<file path="config.mk">
export PLATFORM = sky130hd
export DESIGN_NAME = orsc_top
export DESIGN_NICKNAME = d
export VERILOG_FILES = /design/src/rtl/orsc_top.v
export VERILOG_INCLUDE_DIRS = /design/src /design/src/rtl
export SDC_FILE = /design/constraint.sdc
export NUM_CORES = 1
export LEC_CHECK = 0
export BUFFER_PORTS_ARGS = -buffer_cell sky130_fd_sc_hd__buf_2
export CAP_MARGIN = 5
export CORE_MARGIN = 8
export CORE_UTILIZATION = 40
export DETAILED_ROUTE_END_ITERATION = 10
export MAX_ROUTING_LAYER = met4
export PLACE_DENSITY_LB_ADDON = 0.15
export SLEW_MARGIN = 20
export SYNTH_ARGS = -nofsm -noshare
export SYNTH_HDL_FRONTEND = slang
export SYNTH_SLANG_ARGS = --single-unit
</file>
<file path="constraint.sdc">
create_clock -name clk -period 5 [get_ports clk]
set_input_delay 1 -clock clk [delete_from_list [all_inputs] [get_ports clk]]
set_output_delay 1 -clock clk [all_outputs]
set_load 0.03 [all_outputs]
</file>
<file path="src/rtl/orsc_defines.vh">
// constants shared by the optical receiver sample/convert control block
`ifndef ORSC_DEFINES_VH
`define ORSC_DEFINES_VH
// register word indices (byte address is four times the index)
`define ORSC_IDX_CONFIG 4'h0
`define ORSC_IDX_PERIOD 4'h1
`define ORSC_IDX_WIN0   4'h2
`define ORSC_IDX_WIN3   4'h5
`define ORSC_IDX_STATUS 4'h6
`define ORSC_IDX_MASK   4'h7
`define ORSC_IDX_RES0   4'h8
`define ORSC_IDX_RES3   4'hb
`define ORSC_IDX_DIFF0  4'hc
`define ORSC_IDX_DIFF1  4'hd
// config word fields
`define ORSC_CFG_RF   2:0
`define ORSC_CFG_CF   8:3
`define ORSC_CFG_GAIN 11:9
`define ORSC_CFG_DAC  15:12
// highest legal codes
`define ORSC_RF_MAX   3'h6
`define ORSC_GAIN_MAX 3'h4
`define ORSC_DAC_MAX  4'ha
// reset values
`define ORSC_PERIOD_DEF 16'h0fa0
`define ORSC_WIN_DEF    16'h00c8
// timing: tick rate and least sample window
`define ORSC_TICK_MHZ     4
`define ORSC_SAMPLE_MIN_US 50
// conversion slots in period order
`define ORSC_SLOT_RED    2'h0
`define ORSC_SLOT_REDAMB 2'h1
`define ORSC_SLOT_IR     2'h2
`define ORSC_SLOT_IRAMB  2'h3
// bus responses
`define ORSC_RESP_OKAY   2'h0
`define ORSC_RESP_SLVERR 2'h2
`endif

</file>
<file path="src/rtl/orsc_top.v">
// optical receiver sample and convert control with axi4-lite registers
//
// Function
// - low reset pin returns control to reset
// - seven feedback resistor codes selectable
// - six feedback capacitors, any combination
// - second stage gain has five settings
// - ambient dac written by host, ten steps
// - sample red, infrared and two ambient stores
// - per-signal sample window, at least 50 us unless the quarter is shorter
// - one 22-bit converter, slots in turn
// - each conversion one quarter period, one word
// - conversion starts after its sample phase
// - four raw result streams each period
// - two ambient-subtracted results each period
// - conversion-complete output for host interrupt
// - 4 MHz tick from 8 MHz crystal halved
//
// The AXI4-Lite slave port and the register offsets are this design's own decisions.
`timescale 1ns/1ps
`include "orsc_defines.vh"
module orsc_top (
  input  wire        clk,
  input  wire        sys_rst,
  input  wire        rxResetN,
  input  wire        xtalIn,
  input  wire [21:0] adcResult,
  input  wire [5:0]  awaddr,
  input  wire        awvalid,
  output reg         awready,
  input  wire [31:0] wdata,
  input  wire [3:0]  wstrb,
  input  wire        wvalid,
  output reg         wready,
  output reg  [1:0]  bresp,
  output reg         bvalid,
  input  wire        bready,
  input  wire [5:0]  araddr,
  input  wire        arvalid,
  output reg         arready,
  output reg  [31:0] rdata,
  output reg  [1:0]  rresp,
  output reg         rvalid,
  input  wire        rready,
  output reg         clkOut,
  output reg  [2:0]  feedbackRes,
  output reg  [5:0]  feedbackCap,
  output reg  [2:0]  stageGain,
  output reg  [3:0]  dacCode,
  output reg  [3:0]  sampleOn,
  output reg  [3:0]  convOn,
  output reg         adcReady,
  output reg         irq
);

  // least window in ticks, derived from time and tick rate
  localparam integer MIN_TICKS_I = `ORSC_SAMPLE_MIN_US * `ORSC_TICK_MHZ;
  localparam [15:0]  MIN_TICKS   = MIN_TICKS_I[15:0];

  reg         rstMeta;          // reset pin, first stage
  reg         rstSync;          // reset pin, synchronised
  reg         xtalMeta;         // crystal, first stage
  reg         xtalSync;         // crystal, synchronised
  reg         xtalPrev;         // crystal, previous level
  reg         tick;             // one-cycle 4 MHz enable
  reg  [21:0] adcMeta;          // converter word, first stage
  reg  [21:0] adcSync;          // converter word, synchronised
  reg  [15:0] periodReg;        // pulse_repeat_period in ticks
  reg  [15:0] winReg [0:3];     // sample window per slot
  reg  [3:0]  status;           // sticky conversion-done bits
  reg  [3:0]  mask;             // interrupt mask
  reg  [21:0] resultMem [0:3];  // raw results per slot
  reg  [21:0] redDiff;          // red minus red ambient
  reg  [21:0] irDiff;           // infrared minus infrared ambient
  reg  [13:0] qCnt;             // tick count inside a quarter
  reg  [1:0]  qIdx;             // current quarter, also conv slot
  reg  [5:0]  awAddr;           // held write address
  reg         awHeld;           // write address taken
  reg  [31:0] wData;            // held write data
  reg  [3:0]  wStrb;            // held byte enables
  reg         wHeld;            // write data taken
  reg  [31:0] rdMux;            // read data selected by araddr
  reg  [1:0]  rdErr;            // read response for araddr
  reg  [31:0] cfgNew;           // config word after byte merge
  reg  [31:0] periodNew;        // period word after byte merge
  reg  [31:0] winNew;           // addressed window after byte merge

  wire        coreRst = sys_rst | ~rstSync;
  wire [3:0]  awIdx   = awAddr[5:2];
  wire [3:0]  arIdx   = araddr[5:2];
  wire [3:0]  awWin   = awIdx - `ORSC_IDX_WIN0;
  wire [3:0]  arWin   = arIdx - `ORSC_IDX_WIN0;
  wire        doWrite = awHeld & wHeld & ~bvalid;
  wire [13:0] qLen    = periodReg[15:2];
  wire [13:0] qLast   = (qLen == 14'h0) ? 14'h0 : qLen - 14'h1;
  wire        qEnd    = tick & (qCnt >= qLast);
  wire [31:0] cfgOld  = {16'h0, dacCode, stageGain, feedbackCap,
                         feedbackRes};
  wire [3:0]  next_convOn = 4'h1 << qIdx;
  wire [3:0]  next_sampleOn;

  // merge write data into an old word under the byte enables
  function [31:0] wmerge;
    input [31:0] o;
    input [31:0] d;
    input [3:0]  s;
    integer      i;
    begin
      for (i = 0; i < 4; i = i + 1)
        wmerge[i*8 +: 8] = s[i] ? d[i*8 +: 8] : o[i*8 +: 8];
    end
  endfunction

  // reset pin passes two flops before use
  always @(posedge clk)
  begin
    if (sys_rst)
    begin
      rstMeta <= 1'b0;
      rstSync <= 1'b0;
    end
    else
    begin
      rstMeta <= rxResetN;
      rstSync <= rstMeta;
    end
  end

  // crystal halved: clkOut toggles on each crystal rise
  always @(posedge clk)
  begin
    if (coreRst)
    begin
      xtalMeta <= 1'b0;
      xtalSync <= 1'b0;
      xtalPrev <= 1'b0;
      clkOut   <= 1'b0;
      tick     <= 1'b0;
    end
    else
    begin
      xtalMeta <= xtalIn;
      xtalSync <= xtalMeta;
      xtalPrev <= xtalSync;
      tick     <= 1'b0;
      // tick on the rising half of the divided clock
      if (xtalSync & ~xtalPrev)
      begin
        clkOut <= ~clkOut;
        tick   <= ~clkOut;
      end
    end
  end

  // converter word crosses in through two flops
  always @(posedge clk)
  begin
    if (sys_rst)
    begin
      adcMeta <= 22'h0;
      adcSync <= 22'h0;
    end
    else
    begin
      adcMeta <= adcResult;
      adcSync <= adcMeta;
    end
  end

  // quarter sequencer; a shrinking period ends the quarter at once
  always @(posedge clk)
  begin
    if (coreRst)
    begin
      qCnt <= 14'h0;
      qIdx <= `ORSC_SLOT_RED;
    end
    else if (tick)
    begin
      if (qEnd)
      begin
        qCnt <= 14'h0;
        qIdx <= qIdx + 2'h1;
      end
      else
        qCnt <= qCnt + 14'h1;
    end
  end

  // each store samples in the quarter before its own conversion
  genvar k;
  generate
    for (k = 0; k < 4; k = k + 1)
    begin : gSample
      localparam integer SQI = (k + 3) % 4;
      localparam [1:0]   SQ  = SQI[1:0];  // sampling quarter
      wire [15:0] winEff = (winReg[k] < MIN_TICKS) ? MIN_TICKS
                                                   : winReg[k];
      // window counts from the quarter start, never past it
      assign next_sampleOn[k] = (qIdx == SQ) &
                                ({2'h0, qCnt} < winEff);
    end
  endgenerate

  // phase outputs registered so they leave straight from flops
  always @(posedge clk)
  begin
    if (coreRst)
    begin
      sampleOn <= 4'h0;
      // slot red during reset, so the slot stays one-hot throughout
      convOn   <= 4'h1 << `ORSC_SLOT_RED;
      irq      <= 1'b0;
    end
    else
    begin
      sampleOn <= next_sampleOn;
      convOn   <= next_convOn;
      irq      <= |(status & mask);
    end
  end

  // byte-merged config, period and window words
  always @*
  begin
    cfgNew    = wmerge(cfgOld, wData, wStrb);
    periodNew = wmerge({16'h0, periodReg}, wData, wStrb);
    winNew    = wmerge({16'h0, winReg[awWin[1:0]]}, wData, wStrb);
  end

  // software registers, results and sticky status
  always @(posedge clk)
  begin : regFile
    integer j;
    if (coreRst)
    begin
      feedbackRes <= 3'h0;
      feedbackCap <= 6'h0;
      stageGain   <= 3'h0;
      dacCode     <= 4'h0;
      periodReg   <= `ORSC_PERIOD_DEF;
      for (j = 0; j < 4; j = j + 1)
      begin
        winReg[j]    <= `ORSC_WIN_DEF;
        resultMem[j] <= 22'h0;
      end
      status   <= 4'h0;
      mask     <= 4'h0;
      redDiff  <= 22'h0;
      irDiff   <= 22'h0;
      adcReady <= 1'b0;
    end
    else
    begin
      adcReady <= qEnd;
      // end of quarter: one result word for the converting slot
      if (qEnd)
      begin
        resultMem[qIdx] <= adcSync;
        if (qIdx == `ORSC_SLOT_REDAMB)
          redDiff <= resultMem[`ORSC_SLOT_RED] - adcSync;
        if (qIdx == `ORSC_SLOT_IRAMB)
          irDiff <= resultMem[`ORSC_SLOT_IR] - adcSync;
      end
      // set beats a write-one clear in the same cycle
      status <= (status & ~((doWrite & (awIdx == `ORSC_IDX_STATUS))
                            ? wData[3:0] & {4{wStrb[0]}} : 4'h0))
                | (qEnd ? next_convOn : 4'h0);
      if (doWrite)
      begin
        if (awIdx == `ORSC_IDX_CONFIG)
        begin
          // out-of-range codes keep the old setting
          if (cfgNew[`ORSC_CFG_RF] <= `ORSC_RF_MAX)
            feedbackRes <= cfgNew[`ORSC_CFG_RF];
          feedbackCap <= cfgNew[`ORSC_CFG_CF];
          if (cfgNew[`ORSC_CFG_GAIN] <= `ORSC_GAIN_MAX)
            stageGain <= cfgNew[`ORSC_CFG_GAIN];
          if (cfgNew[`ORSC_CFG_DAC] <= `ORSC_DAC_MAX)
            dacCode <= cfgNew[`ORSC_CFG_DAC];
        end
        if (awIdx == `ORSC_IDX_PERIOD)
          periodReg <= periodNew[15:0];
        if (awIdx >= `ORSC_IDX_WIN0 && awIdx <= `ORSC_IDX_WIN3)
          winReg[awWin[1:0]] <= winNew[15:0];
        if (awIdx == `ORSC_IDX_MASK && wStrb[0])
          mask <= wData[3:0];
      end
    end
  end

  // read data and response for the offered read address
  always @*
  begin
    rdMux = 32'h0;
    rdErr = `ORSC_RESP_OKAY;
    if (arIdx == `ORSC_IDX_CONFIG)
      rdMux = cfgOld;
    else if (arIdx == `ORSC_IDX_PERIOD)
      rdMux = {16'h0, periodReg};
    else if (arIdx >= `ORSC_IDX_WIN0 && arIdx <= `ORSC_IDX_WIN3)
      rdMux = {16'h0, winReg[arWin[1:0]]};
    else if (arIdx == `ORSC_IDX_STATUS)
      rdMux = {28'h0, status};
    else if (arIdx == `ORSC_IDX_MASK)
      rdMux = {28'h0, mask};
    else if (arIdx >= `ORSC_IDX_RES0 && arIdx <= `ORSC_IDX_RES3)
      rdMux = {10'h0, resultMem[arIdx[1:0]]};
    else if (arIdx == `ORSC_IDX_DIFF0)
      rdMux = {10'h0, redDiff};
    else if (arIdx == `ORSC_IDX_DIFF1)
      rdMux = {10'h0, irDiff};
    else
      rdErr = `ORSC_RESP_SLVERR;  // unmapped word
  end

  // axi4-lite handshakes; address and data taken in either order
  always @(posedge clk)
  begin
    if (sys_rst)
    begin
      awready <= 1'b1;
      wready  <= 1'b1;
      awHeld  <= 1'b0;
      wHeld   <= 1'b0;
      awAddr  <= 6'h0;
      wData   <= 32'h0;
      wStrb   <= 4'h0;
      bvalid  <= 1'b0;
      bresp   <= `ORSC_RESP_OKAY;
      arready <= 1'b1;
      rvalid  <= 1'b0;
      rdata   <= 32'h0;
      rresp   <= `ORSC_RESP_OKAY;
    end
    else
    begin
      if (awvalid & awready)
      begin
        awAddr  <= awaddr;
        awHeld  <= 1'b1;
        awready <= 1'b0;
      end
      if (wvalid & wready)
      begin
        wData  <= wdata;
        wStrb  <= wstrb;
        wHeld  <= 1'b1;
        wready <= 1'b0;
      end
      // both halves held: the register file commits this cycle
      if (doWrite)
      begin
        awHeld <= 1'b0;
        wHeld  <= 1'b0;
        bvalid <= 1'b1;
        bresp  <= (awIdx > `ORSC_IDX_DIFF1) ? `ORSC_RESP_SLVERR
                                            : `ORSC_RESP_OKAY;
      end
      // one write at a time: readies return after the response
      if (bvalid & bready)
      begin
        bvalid  <= 1'b0;
        awready <= 1'b1;
        wready  <= 1'b1;
      end
      if (arvalid & arready)
      begin
        rdata   <= rdMux;
        rresp   <= rdErr;
        rvalid  <= 1'b1;
        arready <= 1'b0;
      end
      if (rvalid & rready)
      begin
        rvalid  <= 1'b0;
        arready <= 1'b1;
      end
    end
  end

endmodule // orsc_top

</file>
=== Yosys cells after proc, flatten, opt, wreduce, memory -nomap -nowiden ===
Memory sizes are Yosys's and may differ from the RTL's.
Index checks and enable logic that the tools add are counted.

* Order comparisons: 19
* Multiplexer cells: 44
* $add $sub $neg: 7
* Bitwise logic cells: 25
* Reductions and logical operators: 28
* Shifts and indexed selects: 1
* Equality and inequality tests: 13

{| class="wikitable"
|+ Operators with widths
! operator !! count
|-
| two-way mux 22 bit || 9
|-
| two-way mux 16 bit || 5
|-
| less-than comparator 14 x 16 -> 1 bit || 4
|-
| less-than comparator 16 x 8 -> 1 bit, second input constant || 4
|-
| subtractor 22 bit || 2
|-
| two-way mux 14 bit || 2
|-
| two-way mux 2 bit || 12
|-
| two-way mux 8 bit || 3
|-
| OR reduction 22 bit || 1
|-
| AND reduction 3 bit || 7
|-
| equality test 4 x 3 -> 1 bit, second input constant || 4
|-
| OR reduction 16 bit || 1
|-
| adder 14 x 1 -> 14 bit, second input constant || 1
|-
| AND 1 bit || 14
|-
| >= comparator 14 bit || 1
|-
| logical NOT 14 bit || 1
|-
| subtractor 14 x 1 -> 14 bit, second input constant || 1
|-
| AND 4 bit || 3
|-
| AND reduction 2 bit || 6
|-
| two-way mux 1 bit || 10
|-
| equality test 4 x 1 -> 1 bit, second input constant || 2
|-
| equality test 4 bit, second input constant || 2
|-
| >= comparator 4 x 2 -> 1 bit, second input constant || 2
|-
| less-or-equal comparator 4 x 3 -> 1 bit, second input constant || 2
|-
| other kinds (21) || 38
|}

* Output and inout bits: 68
* Memory bits (writable): 152
* Logic and storage cells: 178
* Memories kept: 2
* Input port bits: 79
* Register bits after elaboration: 228

{| class="wikitable"
|+ Memories
! name !! words !! width !! read ports !! clocked after Yosys merged registers in !! wr ports !! line !! text
|-
| resultMem || 4 || 22 || 3 || 0 || 4 || orsc_top.v:72 || <nowiki>reg [21:0] resultMem [0:3];</nowiki>
|-
| winReg || 4 || 16 || 5 || 0 || 4 || orsc_top.v:69 || <nowiki>reg [15:0] winReg [0:3];</nowiki>
|}

=== Longest topological paths before layout ===
Gate-level depths: netlist of the first run.

* Depth after elaboration: 9
* Mapped depth: 19
* Gate-level depth less buffers: 17

=== Worst setup path before layout of the first run ===
OpenSTA, ideal clock, no wires.

* Kind: reg2reg
* Start point: register periodReg[8]
* End point: memory resultMem[0][0], enable pin
* Library setup time: 0.416 ns
* Arrival: 3.675 ns
* Setup slack: 0.909 ns
* Stages on the path, launching flop included: 16
* Data required time: 4.584 ns
* Period minus slack after synthesis: 4.091 ns
* Path buffers: 1
* Path through: dfxtp_1 -> or4_1 -> nor3_1 -> nand2_1 -> or3_1 -> clkbuf_1 -> nand2_1 -> ha_1 -> a21o_1 -> a21oi_1 -> nor2_1 -> a2111oi_0 -> a21oi_1 -> and2_1 -> and3_1 -> nand2b_1

{| class="wikitable"
|+ RTL lines
! element !! line !! text
|-
| start, declared || orsc_top.v:68 || <nowiki>reg [15:0] periodReg;</nowiki>
|-
| start signal, assigned || orsc_top.v:241 || <nowiki>periodReg <= `ORSC_PERIOD_DEF;</nowiki>
|-
| start signal, assigned || orsc_top.v:283 || <nowiki>periodReg <= periodNew[15:0];</nowiki>
|-
| end, declared || orsc_top.v:72 ||
|}

=== Worst setup path in the final report of the first run ===
* Start point: register periodReg[8]
* End point: register redDiff[14]

* Cells in the longest elaborated chain, start to end: 5
* Elaborated cells on any way between the ends: 6
* Classes of those cells: add/sub: 1; order compare: 1; mux: 1; bitwise: 1; reduce/logical: 2

{| class="wikitable"
|+ RTL lines
! element !! line !! text
|-
| subtractor 14 x 1 -> 14 bit / logical NOT 14 bit (equally long branches) || orsc_top.v:95 || <nowiki>wire [13:0] qLast = (qLen == 14'h0) ? 14'h0 : qLen - 14'h1;</nowiki>
|-
| two-way mux 14 bit * || orsc_top.v:95 ||
|-
| >= comparator 14 bit * || orsc_top.v:96 || <nowiki>wire qEnd = tick & (qCnt >= qLast);</nowiki>
|-
| AND 1 bit * || orsc_top.v:96 ||
|-
| AND reduction 2 bit (no line) * || - ||
|-
| end signal, assigned || orsc_top.v:261 || <nowiki>redDiff <= resultMem[`ORSC_SLOT_RED] - adcSync;</nowiki>
|-
| end, declared || orsc_top.v:73 || <nowiki>reg [21:0] redDiff;</nowiki>
|}

Mark *: on every way between the ends. The rest lies on a longest branch, timed or not.
A chain may end at the register's enable or synchronous reset.

==> results of run 1 <==
-- through the flow --
step	power, mW	utilization	worst slack, ns	std cells
6_report	7.111	0.4593	0.5941	2696
2_1_floorplan	3.705	-	0.9087	1962
5_1_grt	7.369	0.4593	0.2168	2696
3_3_place_gp	3.903	0.4278	0.6242	2617
4_1_cts	7.193	0.4592	0.5415	2696
3_5_place_dp	3.908	0.4278	0.5762	2617
-- sequential cells by signal, indices dropped and copies added (netlist names), 2 cells and up --
| signal | cells |
|---|---|
| irDiff | 22 |
| feedbackRes | 3 |
| awAddr | 4 |
| convOn | 4 |
| rdata | 22 |
| redDiff | 22 |
| resultMem | 88 |
| stageGain | 3 |
| wStrb | 2 |
| status | 4 |
| wData | 16 |
| periodReg | 16 |
| mask | 4 |
| feedbackCap | 6 |
| adcSync | 22 |
| dacCode | 4 |
| winReg | 64 |
| adcMeta | 22 |
| qIdx | 2 |
| qCnt | 14 |
| sampleOn | 4 |
-- synth_stat cells (3+ instances only) --
master     number  area (sq um)
a211oi_1       18         135.1
a21o_1         17         127.6
a21oi_1       158         790.8
a221oi_1        9         78.83
a22o_1          8         70.07
a22oi_1        13         97.59
a31oi_1        10         62.56
and2_1        133         832.1
and3_1         43         269.0
buf_1           8         30.03
buf_2           7         35.03
buf_4          12         90.09
clkbuf_1       80         300.3
dfxtp_1       214          4284
edfxtp_1      152          4564
ha_1          114          1426
inv_1          90         337.8
mux2i_1        35         350.3
mux4_2         38         855.8
nand2_1       208         780.8
nand2b_1       31         193.9
nand3_1        38         190.2
nand4_1        14         87.58
nor2_1        128         480.5
nor2b_1        64         400.4
nor3_1         30         150.1
nor3b_1         6         45.04
nor4_1         14         87.58
o2111ai_1       3         26.28
o211ai_1        3         22.52
o21a_1         14         105.1
o21ai_0        81         405.4
o21ai_1         9         45.04
o21bai_1        8         60.06
o221a_2         3         33.78
o22ai_1        14         87.58
o311ai_0        6         52.55
o31a_1          4         35.03
o31ai_1         5         37.54
or2_1           3         18.77
or3_1          16         100.1
or4_1           8         60.06
xnor2_1        27         236.5
xor2_1         25         219.0
-- final timing paths --
| path | start | end | cells past startpoint |
|---|---|---|---|
| worst max-delay path | periodReg[8]$_SDFFE_PN1P_ | redDiff[14]$_SDFFE_PN0P_ | 15 |
| worst min-delay path | adcMeta[4]$_SDFF_PP0_ | adcSync[4]$_SDFF_PP0_ | 1 |
| worst max register to register | periodReg[8]$_SDFFE_PN1P_ | redDiff[14]$_SDFFE_PN0P_ | 15 |
| worst min register to register | adcMeta[4]$_SDFF_PP0_ | adcSync[4]$_SDFF_PP0_ | 1 |
-- routing by layer --
layer  share of wire  track usage  up-vias
li1                -            -     7088
met1            0.44       0.2654     7017
met2            0.48       0.3514      422
met3           0.049      0.02468      111
met4           0.037      0.08260        0
met5               0            -        -
-- power by group through the flow --
stage	sequential, mW	combinational, mW	clock, mW
floorplan	3.29	0.416	0
global placement	3.30	0.600	0
detailed placement	3.30	0.603	0
CTS	3.24	0.606	3.35
global route	3.25	0.660	3.46
finish	3.24	0.602	3.27
-- cells by family (layout without fill, tap and decap cells) --
| family | count (synthesis) | after routing | synth area share |
|---|---|---|---|
| adder cells (fa/ha/maj) | 116 | 116 | 0.07724 |
| AO/OA/AOI/OAI | 401 | 401 | 0.1285 |
| XOR/XNOR | 52 | 52 | 0.02399 |
| AND/OR/NAND/NOR | 744 | 744 | 0.1981 |
| multiplexers | 74 | 74 | 0.06413 |
| other | 1 | 12 | 0.0001975 |
| flip-flops | 366 | 366 | 0.4661 |
| buffers and inverters | 197 | 316 | 0.04178 |
-- cell type report --
type / instances / area [sq um] / area share
multi-input cells: 1399 / 9410 / 0.4336
clock buffers: 64 / 1303 / 0.06002
well taps: 615 / 769.5 / 0.03546
flip-flops and latches: 366 / 8848 / 0.4077
clock inverters: 15 / 180.2 / 0.008302
repair buffers: 147 / 853.3 / 0.03932
inverters: 90 / 337.8 / 0.01557
-- critical path, stage by stage (launching register included) --
cell       delay, ns
dfxtp_1         0.37
or4_1           0.61
nor3_1          0.18
nand2_1         0.08
or3_1           0.49
and2_1          0.24
ha_1            0.27
and4_1          0.16
a21oi_1         0.06
o31ai_1         0.07
o2111ai_1       0.15
a21oi_2         0.28
buf_4           0.23
and2_1          0.75
o2111ai_1       0.23
o21ai_1         0.16
==> flow_summary_export.csv, run 1 <==
group,metric,value,unit
detailed_routing,drtIter0Drc,1109,
sta,post-route-min-period,4.406,ns
detailed_routing,drt-pass1-iter-count,5,
power_and_ir_drop,p_clk_frac,0.460,
synth,syn_inst,1951,
sta,fin_hold_ws,0.4226,ns
sta,slew_headroom,0.2498,
power_and_ir_drop,pwr-share-comb,0.085,
global_route,grt_pass1_vias,14242,
placed_design,port_buffers,112,
cts,clk_pin_slew,0.07,ns
synth,synth_area,0.01898,sq mm
cells_and_area,diodes,0,
die,row_count,80,
power_and_ir_drop,p_seq_frac,0.456,
synth,yosys_warnings,0,
cts,htreeDepth,2,
global_route,gr-total-overflow,0,
sta,setup-tns-final,0,ns
power_and_ir_drop,ir_drop,0.2250,mV
global_route,grt_antenna_before_repair,2,
sta,tightest_slew,1.117,ns
worst_setup_path,regToRegSetupSlack,0.59,ns
synth,synth-async-reset-ratio,0,
power_and_ir_drop,power_per_cell_area,327.7,mW/mm^2
synth,ys_ff_latch,366,
cells_and_area,nets,2242,
worst_setup_path,cp.required,5.49,ns
worst_setup_path,worst_setup_path_end_kind,"flop",
cts,postCtsSetupBuffers,0,
die,core,0.04725,sq mm
power_and_ir_drop,p_switching,1.703,mW
power_and_ir_drop,p_int,5.408,mW
sta,fin_skew,0.01774,ns
synth,synth-main-ff-cell,"dfxtp_1",
sta,max_freq,0.2270,GHz
die,dieHeight,233.9,um
cts,insertion_delay,0.57,ns
detailed_routing,drc,0,
cts,cts_buffer_depth,3,
cells_and_area,fin_area,0.02170,sq mm
cells_and_area,area_growth,14.32,%
placed_design,dpl_cell_area,0.02021,sq mm
sta,drv_slew,0,
job,cap_viol_max_count,0,
die,die_x,233.9,um
placed_design,gp_congestion,0.9342,
sta,rsz0062_at_grt,"no",
cts,cts-resized-gates,0,
worst_setup_path,crit_type,"flop to flop",
cells_and_area,final_common_cell,"dfxtp_1",
synth,synth_cell_types,67,
cts,cts_hold_buf,0,
cts,numClockSinks,366,
detailed_routing,wl_per_cell,21.15,um
global_route,grt_max_degree,53,
global_route,grt_use_total,0.2125,
cts,cts_tree,"yes",
synth,synth_edf_count,152,
cts,cts_buffers,43,
synth,ys_seq_area_frac,0.4661,
run_status,status,"finished clean",
sta,finalHoldViolCount,0,
cts,root_buffer,"clkbuf_16",
detailed_routing,via_count,14638,
detailed_routing,routed_wl,57010,um
cells_and_area,drive_above_1_share,0.1297,
die,start_util,0.4018,
worst_setup_path,start_kind,"flop",
synth,synth_area_per_cell,9.731,sq um
sta,finalSetupViolations,0,
cells_and_area,n_fill_cell,4567,
global_route,grt_first_pass_wirelength,86200,um
placed_design,dp_hpwl,42240,um
detailed_routing,avgViaCountPerCell,5.430,
worst_setup_path,crit_path_max_fanout,24,
sta,post-route-period-util,0.8812,
power_and_ir_drop,power_switching_share,0.2395,
die,dieArea,0.05469,sq mm
detailed_routing,ant_nets,0,
die,io-pin-count,147,
worst_setup_path,arrival,4.90,ns
cells_and_area,layout_common_cells,"dfxtp_1 (214), nand2_1 (208), a21oi_1 (157), edfxtp_1 (152), and2_1 (133)",
min_path,hp-class,"flop to flop",
power_and_ir_drop,p_leak,8.802,nW
(Power assumes the default switching activity.)
==> inputs of run 2 (changes only) <==
--- a/config.mk
+++ b/config.mk
@@ -7,7 +7,6 @@
 export NUM_CORES = 1
 export LEC_CHECK = 0
 export BUFFER_PORTS_ARGS = -buffer_cell sky130_fd_sc_hd__buf_2
-export CAP_MARGIN = 5
 export CORE_MARGIN = 8
 export CORE_UTILIZATION = 40
 export DETAILED_ROUTE_END_ITERATION = 10
==> constraint.sdc (replaced) <==
create_clock -name clk -period 5.4 [get_ports clk]
set_input_delay 1.08 -clock clk [delete_from_list [all_inputs] [get_ports clk]]
set_output_delay 1.08 -clock clk [all_outputs]
set_load 0.03 [all_outputs]
==> flow_summary_export.csv, run 2 (synthesis results as in run 1) <==
group,metric,value,unit
run_status,status,"finished clean",
cells_and_area,layout_common_cells,"dfxtp_1 (214), nand2_1 (208), a21oi_1 (157), edfxtp_1 (152), and2_1 (133)",
power_and_ir_drop,p_int,4.915,mW
placed_design,dp_hpwl,41710,um
cells_and_area,final_util,0.4567,
cells_and_area,drive_above_1_share,0.1234,
global_route,gr-total-overflow,0,
placed_design,gp_congestion,0.9151,
power_and_ir_drop,pwr-share-comb,0.086,
die,dieArea,0.05469,sq mm
cts,htreeDepth,2,
sta,rsz0062_at_grt,"no",
sta,finalSetupViolations,0,
cts,insertion_delay,0.56,ns
detailed_routing,drtIter0Drc,1183,
sta,fin_hold_ws,0.4320,ns
global_route,grt_pass1_vias,14438,
sta,setup-tns-final,0,ns
worst_setup_path,start_kind,"flop",
sta,max_freq,0.2153,GHz
worst_setup_path,cp.required,5.68,ns
cts,root_buffer,"clkbuf_16",
die,die_x,233.9,um
power_and_ir_drop,power_switching_share,0.2430,
worst_setup_path,arrival,4.92,ns
sta,tightest_slew,1.037,ns
die,row_count,80,
worst_setup_path,rr_startpoint,"periodReg[8]$_SDFFE_PN1P_",
detailed_routing,routed_wl,56830,um
detailed_routing,drt-pass1-iter-count,5,
worst_setup_path,crit_type,"flop to flop",
cells_and_area,nets,2235,
placed_design,dp_cells,2610,
power_and_ir_drop,p_leak,8.719,nW
worst_setup_path,startpoint,"periodReg[8]$_SDFFE_PN1P_",
global_route,grt_use_total,0.2130,
job,cap_viol_max_count,0,
global_route,grt_first_pass_wirelength,86440,um
cells_and_area,largest_reg_flops,88,
power_and_ir_drop,power_per_cell_area,300.9,mW/mm^2
cts,numClockSinks,366,
placed_design,port_buffers,112,
worst_setup_path,crit_path_max_fanout,23,
cells_and_area,fin_cells,2689,
die,dieHeight,233.9,um
worst_setup_path,worst_setup_path_end_kind,"flop",
sta,slew_headroom,0.3070,
power_and_ir_drop,p_switching,1.578,mW
detailed_routing,via_count,14672,
cts,cts_buffer_depth,3,
die,io-pin-count,147,
cells_and_area,diodes,0,
sta,post-route-period-util,0.8599,
detailed_routing,avgViaCountPerCell,5.456,
sta,post-route-min-period,4.644,ns
sta,finalHoldViolCount,0,
detailed_routing,ant_nets,0,
cts,cts_hold_buf,0,
cells_and_area,top_register,"resultMem",
global_route,grt_max_degree,82,
global_route,grt_antenna_before_repair,0,
min_path,worstHoldStart,"adcMeta[16]$_SDFF_PP0_",
sta,drv_slew,0,
power_and_ir_drop,p_clk_frac,0.452,
detailed_routing,drc,0,
cells_and_area,top_regs,"resultMem (88), winReg (64)",
cts,postCtsSetupBuffers,0,
cells_and_area,area_growth,13.65,%
cells_and_area,final_common_cell,"dfxtp_1",
min_path,hp-class,"flop to flop",
die,start_util,0.4018,
cts,cts_tree,"yes",
power_and_ir_drop,ir_drop,0.1992,mV
power_and_ir_drop,p_seq_frac,0.462,
cts,cts-resized-gates,0,
cts,clk_pin_slew,0.06,ns
cts,cts_buffers,43,
detailed_routing,wl_per_cell,21.14,um
sta,fin_skew,0.01124,ns
die,core,0.04725,sq mm
run 2: cell count changes in the layout (fill, tap and decap cells not counted), moves of 2 or more:
cell | previous run | this run
o21ai_1 | 12 | 14
clkbuf_8 | 4 | 7
o21ai_0 | 78 | 76
buf_12 | 2 | 0
buf_4 | 35 | 29
clkinv_1 | 0 | 2
clkbuf_1 | 11 | 17
clkinv_2 | 9 | 3
clkbuf_16 | 48 | 45
run 2: power groups by stage:
stage	combinational [mW]	sequential (mW)	clock, mW
final	0.560	3.00	2.93
after global routing	0.615	3.01	3.09
after CTS	0.563	3.00	2.99
after detailed placement	0.561	3.06	0
after global placement	0.556	3.06	0
after floorplan	0.385	3.04	0
run 2: layout make-up:
cell class | instances | area [sq um]
inverter | 90 | 337.8
fill | 4560 | 25670
timing repair buffer | 140 | 783.3
clock inverter | 10 | 128.9
sequential | 366 | 8848
multi-input combinational | 1399 | 9422
clock buffer | 69 | 1286
tap | 615 | 769.5
run 2: stage by stage:
| step | instance area [sq um] | worst slack [ns] | total power, mW |
|---|---|---|---|
| global route | 21580 | 0.5548 | 6.711 |
| floorplan | 19030 | 1.309 | 3.430 |
| finish | 21580 | 0.7564 | 6.493 |
| detailed placement | 20150 | 0.8546 | 3.619 |
| CTS | 21570 | 0.8249 | 6.556 |
| global placement | 20130 | 0.8994 | 3.612 |
run 2: worst paths after layout:
kind | end | slack, ns | cells after the start
setup / recovery | resultMem[2][3]$_SDFFCE_PN0P_ | 0.76 | 16
hold / removal | adcSync[16]$_SDFF_PP0_ | 0.43 | 1
setup reg to reg | resultMem[2][3]$_SDFFCE_PN0P_ | 0.76 | 16
hold reg to reg | adcSync[16]$_SDFF_PP0_ | 0.43 | 1
run 2: critical path, cell delays in order, from the launching register on:
cell and delay, ns:
dfxtp_1 0.37, or4_1 0.62, nor3_1 0.21, nand2_1 0.09, or3_1 0.49, nand2_1 0.13, ha_1 0.25, a21o_1 0.16
a21oi_1 0.15, nor2_1 0.06, a2111oi_0 0.54, a21oi_2 0.16, and2_1 0.23, and3_1 0.19, buf_4 0.22, nand2b_1 0.18
buf_4 0.26
run 2: layer usage:
layer,routed length [um],GRT usage,vias up
met5,0,-,-
met4,2330,0.09027,0
met3,2566,0.02480,111
met2,26690,0.3465,370
met1,25240,0.2678,7111
li1,-,-,7080
==> inputs of run 3 (changes only) <==
--- a/config.mk
+++ b/config.mk
@@ -6,6 +6,7 @@
 export SDC_FILE = /design/constraint.sdc
 export NUM_CORES = 1
 export LEC_CHECK = 0
+export ABC_AREA = 1
 export BUFFER_PORTS_ARGS = -buffer_cell sky130_fd_sc_hd__buf_2
 export CORE_MARGIN = 8
 export CORE_UTILIZATION = 40
==> flow_summary_export.csv, run 3 <==
group,metric,value,unit
synth,synth_fa_ha_area_frac,0.07336,
global_route,gr-total-overflow,0,
sta,tightest_slew,1.061,ns
cells_and_area,nets,2916,
die,core,0.04976,sq mm
detailed_routing,wl_met2,33610,um
cts,cts_tree,"yes",
detailed_routing,top_layer,"met4",
die,dieHeight,239.5,um
cts,cts_hold_buf,0,
global_route,grt_pass1_vias,17052,
cts,root_buffer,"clkbuf_16",
detailed_routing,wl_per_cell,20.02,um
synth,synth_cell_types,54,
synth,yosys_warnings,0,
sta,setup-tns-final,0,ns
min_path,hp-class,"flop to flop",
synth,yosys.area.top_type,"edfxtp_1",
synth,synth.area.top_cells,"edfxtp_1 (23%), dfxtp_1 (21%), nand2_1 (13%)",
sta,post-route-min-period,4.577,ns
cells_and_area,diodes,0,
sta,drv_slew,0,
power_and_ir_drop,ir_drop,0.2229,mV
worst_setup_path,cp.required,5.64,ns
synth,synth_area,0.01999,sq mm
sta,finalHoldViolCount,0,
cts,postCtsSetupBuffers,0,
worst_setup_path,arrival,4.82,ns
synth,ys_seq_area_frac,0.4427,
detailed_routing,drtIter0Drc,1347,
min_path,hold_depth,2,
synth,ys_ff_latch,366,
detailed_routing,ant_nets,0,
synth,yosysMostFrequentCell,"nand2_1",
synth,synth_area_per_cell,7.600,sq um
detailed_routing,drt-pass1-iter-count,5,
power_and_ir_drop,p_leak,10.04,nW
placed_design,port_buffers,112,
cells_and_area,top_register,"resultMem",
worst_setup_path,r2r_cells,20,
cells_and_area,top_regs,"resultMem (88), winReg (64)",
synth,synth_top_family_by_area,"simple AND/OR/NAND/NOR gates",
cts,numClockSinks,366,
synth,synth_edf_count,152,
cts,insertion_delay,0.58,ns
placed_design,dp_hpwl,53370,um
synth,synth_top_area_frac,0.2283,
cts,htreeDepth,2,
cts,cts_buffers,42,
detailed_routing,avgViaCountPerCell,5.189,
die,die_x,239.5,um
cells_and_area,largest_reg_flops,88,
cells_and_area,final_util,0.4517,
worst_setup_path,worst_setup_path_end_kind,"flop",
detailed_routing,drt-met1-wl,28720,um
placed_design,gp_congestion,0.9495,
power_and_ir_drop,power_per_cell_area,292.0,mW/mm^2
placed_design,pre_cts_slack,0.9080,ns
detailed_routing,drc,0,
sta,post-route-period-util,0.8475,
cts,clk_pin_slew,0.06,ns
worst_setup_path,cp_slowest_stage_delay,0.41,ns
cts,cts-resized-gates,0,
worst_setup_path,start_kind,"flop",
synth,yosys.area_share.simple,0.2700,
cells_and_area,layout_common_cells,"nand2_1 (688), inv_1 (339), nor2_1 (324), dfxtp_1 (214), a21oi_1 (202)",
die,row_count,82,
detailed_routing,via_count,17777,
sta,layout_setup_ws,0.8233,ns
sta,max_freq,0.2185,GHz
synth,synth-xor-area-share,0.01402,
die,dieArea,0.05738,sq mm
synth,synth_common_cells,"nand2_1 (689), inv_1 (339), nor2_1 (326)",
power_and_ir_drop,total_power,6.563,mW
run_status,status,"finished clean",
worst_setup_path,crit_type,"flop to flop",
placed_design,dpl_cell_area,0.02111,sq mm
cts,cts_buffer_depth,3,
sta,slew_headroom,0.2901,
global_route,grt_antenna_before_repair,0,
die,start_util,0.4017,
synth,synth-async-reset-ratio,0,
synth,synth-compound-area-share,0.1095,
die,io-pin-count,147,
worst_setup_path,worst_path_max_delay_cell,"o21ai_2",
sta,rsz0062_at_grt,"no",
global_route,grt_max_degree,70,
worst_setup_path,cpMostUsedCell,"nand2_1",
cells_and_area,area_growth,12.44,%
detailed_routing,wl_met3,3612,um
worst_setup_path,crit_chain,"nor2_1 -> nand2_1 -> nor3_1 -> nand2_1 -> inv_1 -> nand3_1 -> nor3_1 -> or2_2 -> nand3_1 -> ha_1 -> nand2_1 -> nor2_1 -> nor3b_2 -> nand2_1 -> nand3_2 -> nand3_4 -> inv_2 -> nand2_2 -> o21ai_2 -> buf_4",
worst_setup_path,crit_path_max_fanout,24,
sta,fin_skew,0.02104,ns
synth,syn_inst,2630,
synth,synthMuxAreaShare,0.001002,
synth,synth-main-ff-cell,"dfxtp_1",
job,cap_viol_max_count,0,
cells_and_area,n_fill_cell,5104,
detailed_routing,routed_wl,68580,um
sta,finalSetupViolations,0,
cells_and_area,final_common_cell,"nand2_1",
cells_and_area,fin_area,0.02248,sq mm
global_route,grt_use_total,0.2434,
cells_and_area,drive_above_1_share,0.09296,
global_route,grt_first_pass_wirelength,103400,um
-- run 3: cell types whose count changed in the layout (fill, tap and decap cells not counted), moves of 45 or more --
cell,change
nand2_1,+480
a21oi_1,+45
nand3_1,+54
nor2_1,+196
nor2b_1,-63
inv_1,+249
and2_1,-133
-- run 3: through the flow --
| step | hold WS [ns] | cells |
|---|---|---|
| floorplan | 0.3883 | 2641 |
| global placement | 0.3897 | 3349 |
| detailed placement | 0.3924 | 3349 |
| CTS | 0.4004 | 3426 |
| global route | 0.4145 | 3426 |
| finish | 0.3995 | 3426 |
-- run 3: power breakdown --
| part | switching, mW | internal (mW) |
|---|---|---|
| Combinational | 0.527 | 0.198 |
| Clock | 1.21 | 1.65 |
| Sequential | 0.0446 | 2.93 |
-- run 3: worst max-delay path: cells and delay by family, from the launching register on --
| family | cells | cell delay, ns |
|---|---|---|
| AOI/OAI and AO/OA | 1 | 0.41 |
| adders and majority gates | 1 | 0.31 |
| buffers and inverters | 3 | 0.75 |
| DFF | 1 | 0.35 |
| and+or+nand+nor | 15 | 2.40 |
-- run 3: per-layer routing --
metal  vias to the layer above  GRT usage
met2                       496     0.4113
li1                       8731          -
met3                       120    0.02991
met4                         0    0.09266
met1                      8430     0.2957
met5                         -          -
-- run 3: worst paths after layout --
kind | from | to | slack [ns]
worst max-delay path | periodReg[3]$_SDFFE_PN0P_ | resultMem[1][13]$_SDFFCE_PN0P_ | 0.82
worst min-delay path | adcMeta[12]$_SDFF_PP0_ | adcSync[12]$_SDFF_PP0_ | 0.40
worst max register to register | periodReg[3]$_SDFFE_PN0P_ | resultMem[1][13]$_SDFFCE_PN0P_ | 0.82
worst min register to register | adcMeta[12]$_SDFF_PP0_ | adcSync[12]$_SDFF_PP0_ | 0.40
-- run 3: cells by family (layout without fill, tap and decap cells) --
logic type	count (synthesis)	count (layout)
AO/OA/AOI/OAI	400	400
XOR/XNOR	32	32
adder cells (fa/ha/maj)	116	116
buffers and inverters	441	554
flip-flops	366	366
multiplexers	2	2
other	1	12
AND/OR/NAND/NOR	1272	1272
-- run 3: final cells by class --
class / count / area (sq um) / share of cell area
multi-input combinational: 1834 / 9415 / 0.4189
sequential: 366 / 8848 / 0.3937
inverter: 346 / 1299 / 0.05779
clock buffer: 59 / 1192 / 0.05305
tap: 672 / 840.8 / 0.03741
timing repair buffer: 131 / 703.2 / 0.03129
clock inverter: 18 / 176.4 / 0.007849
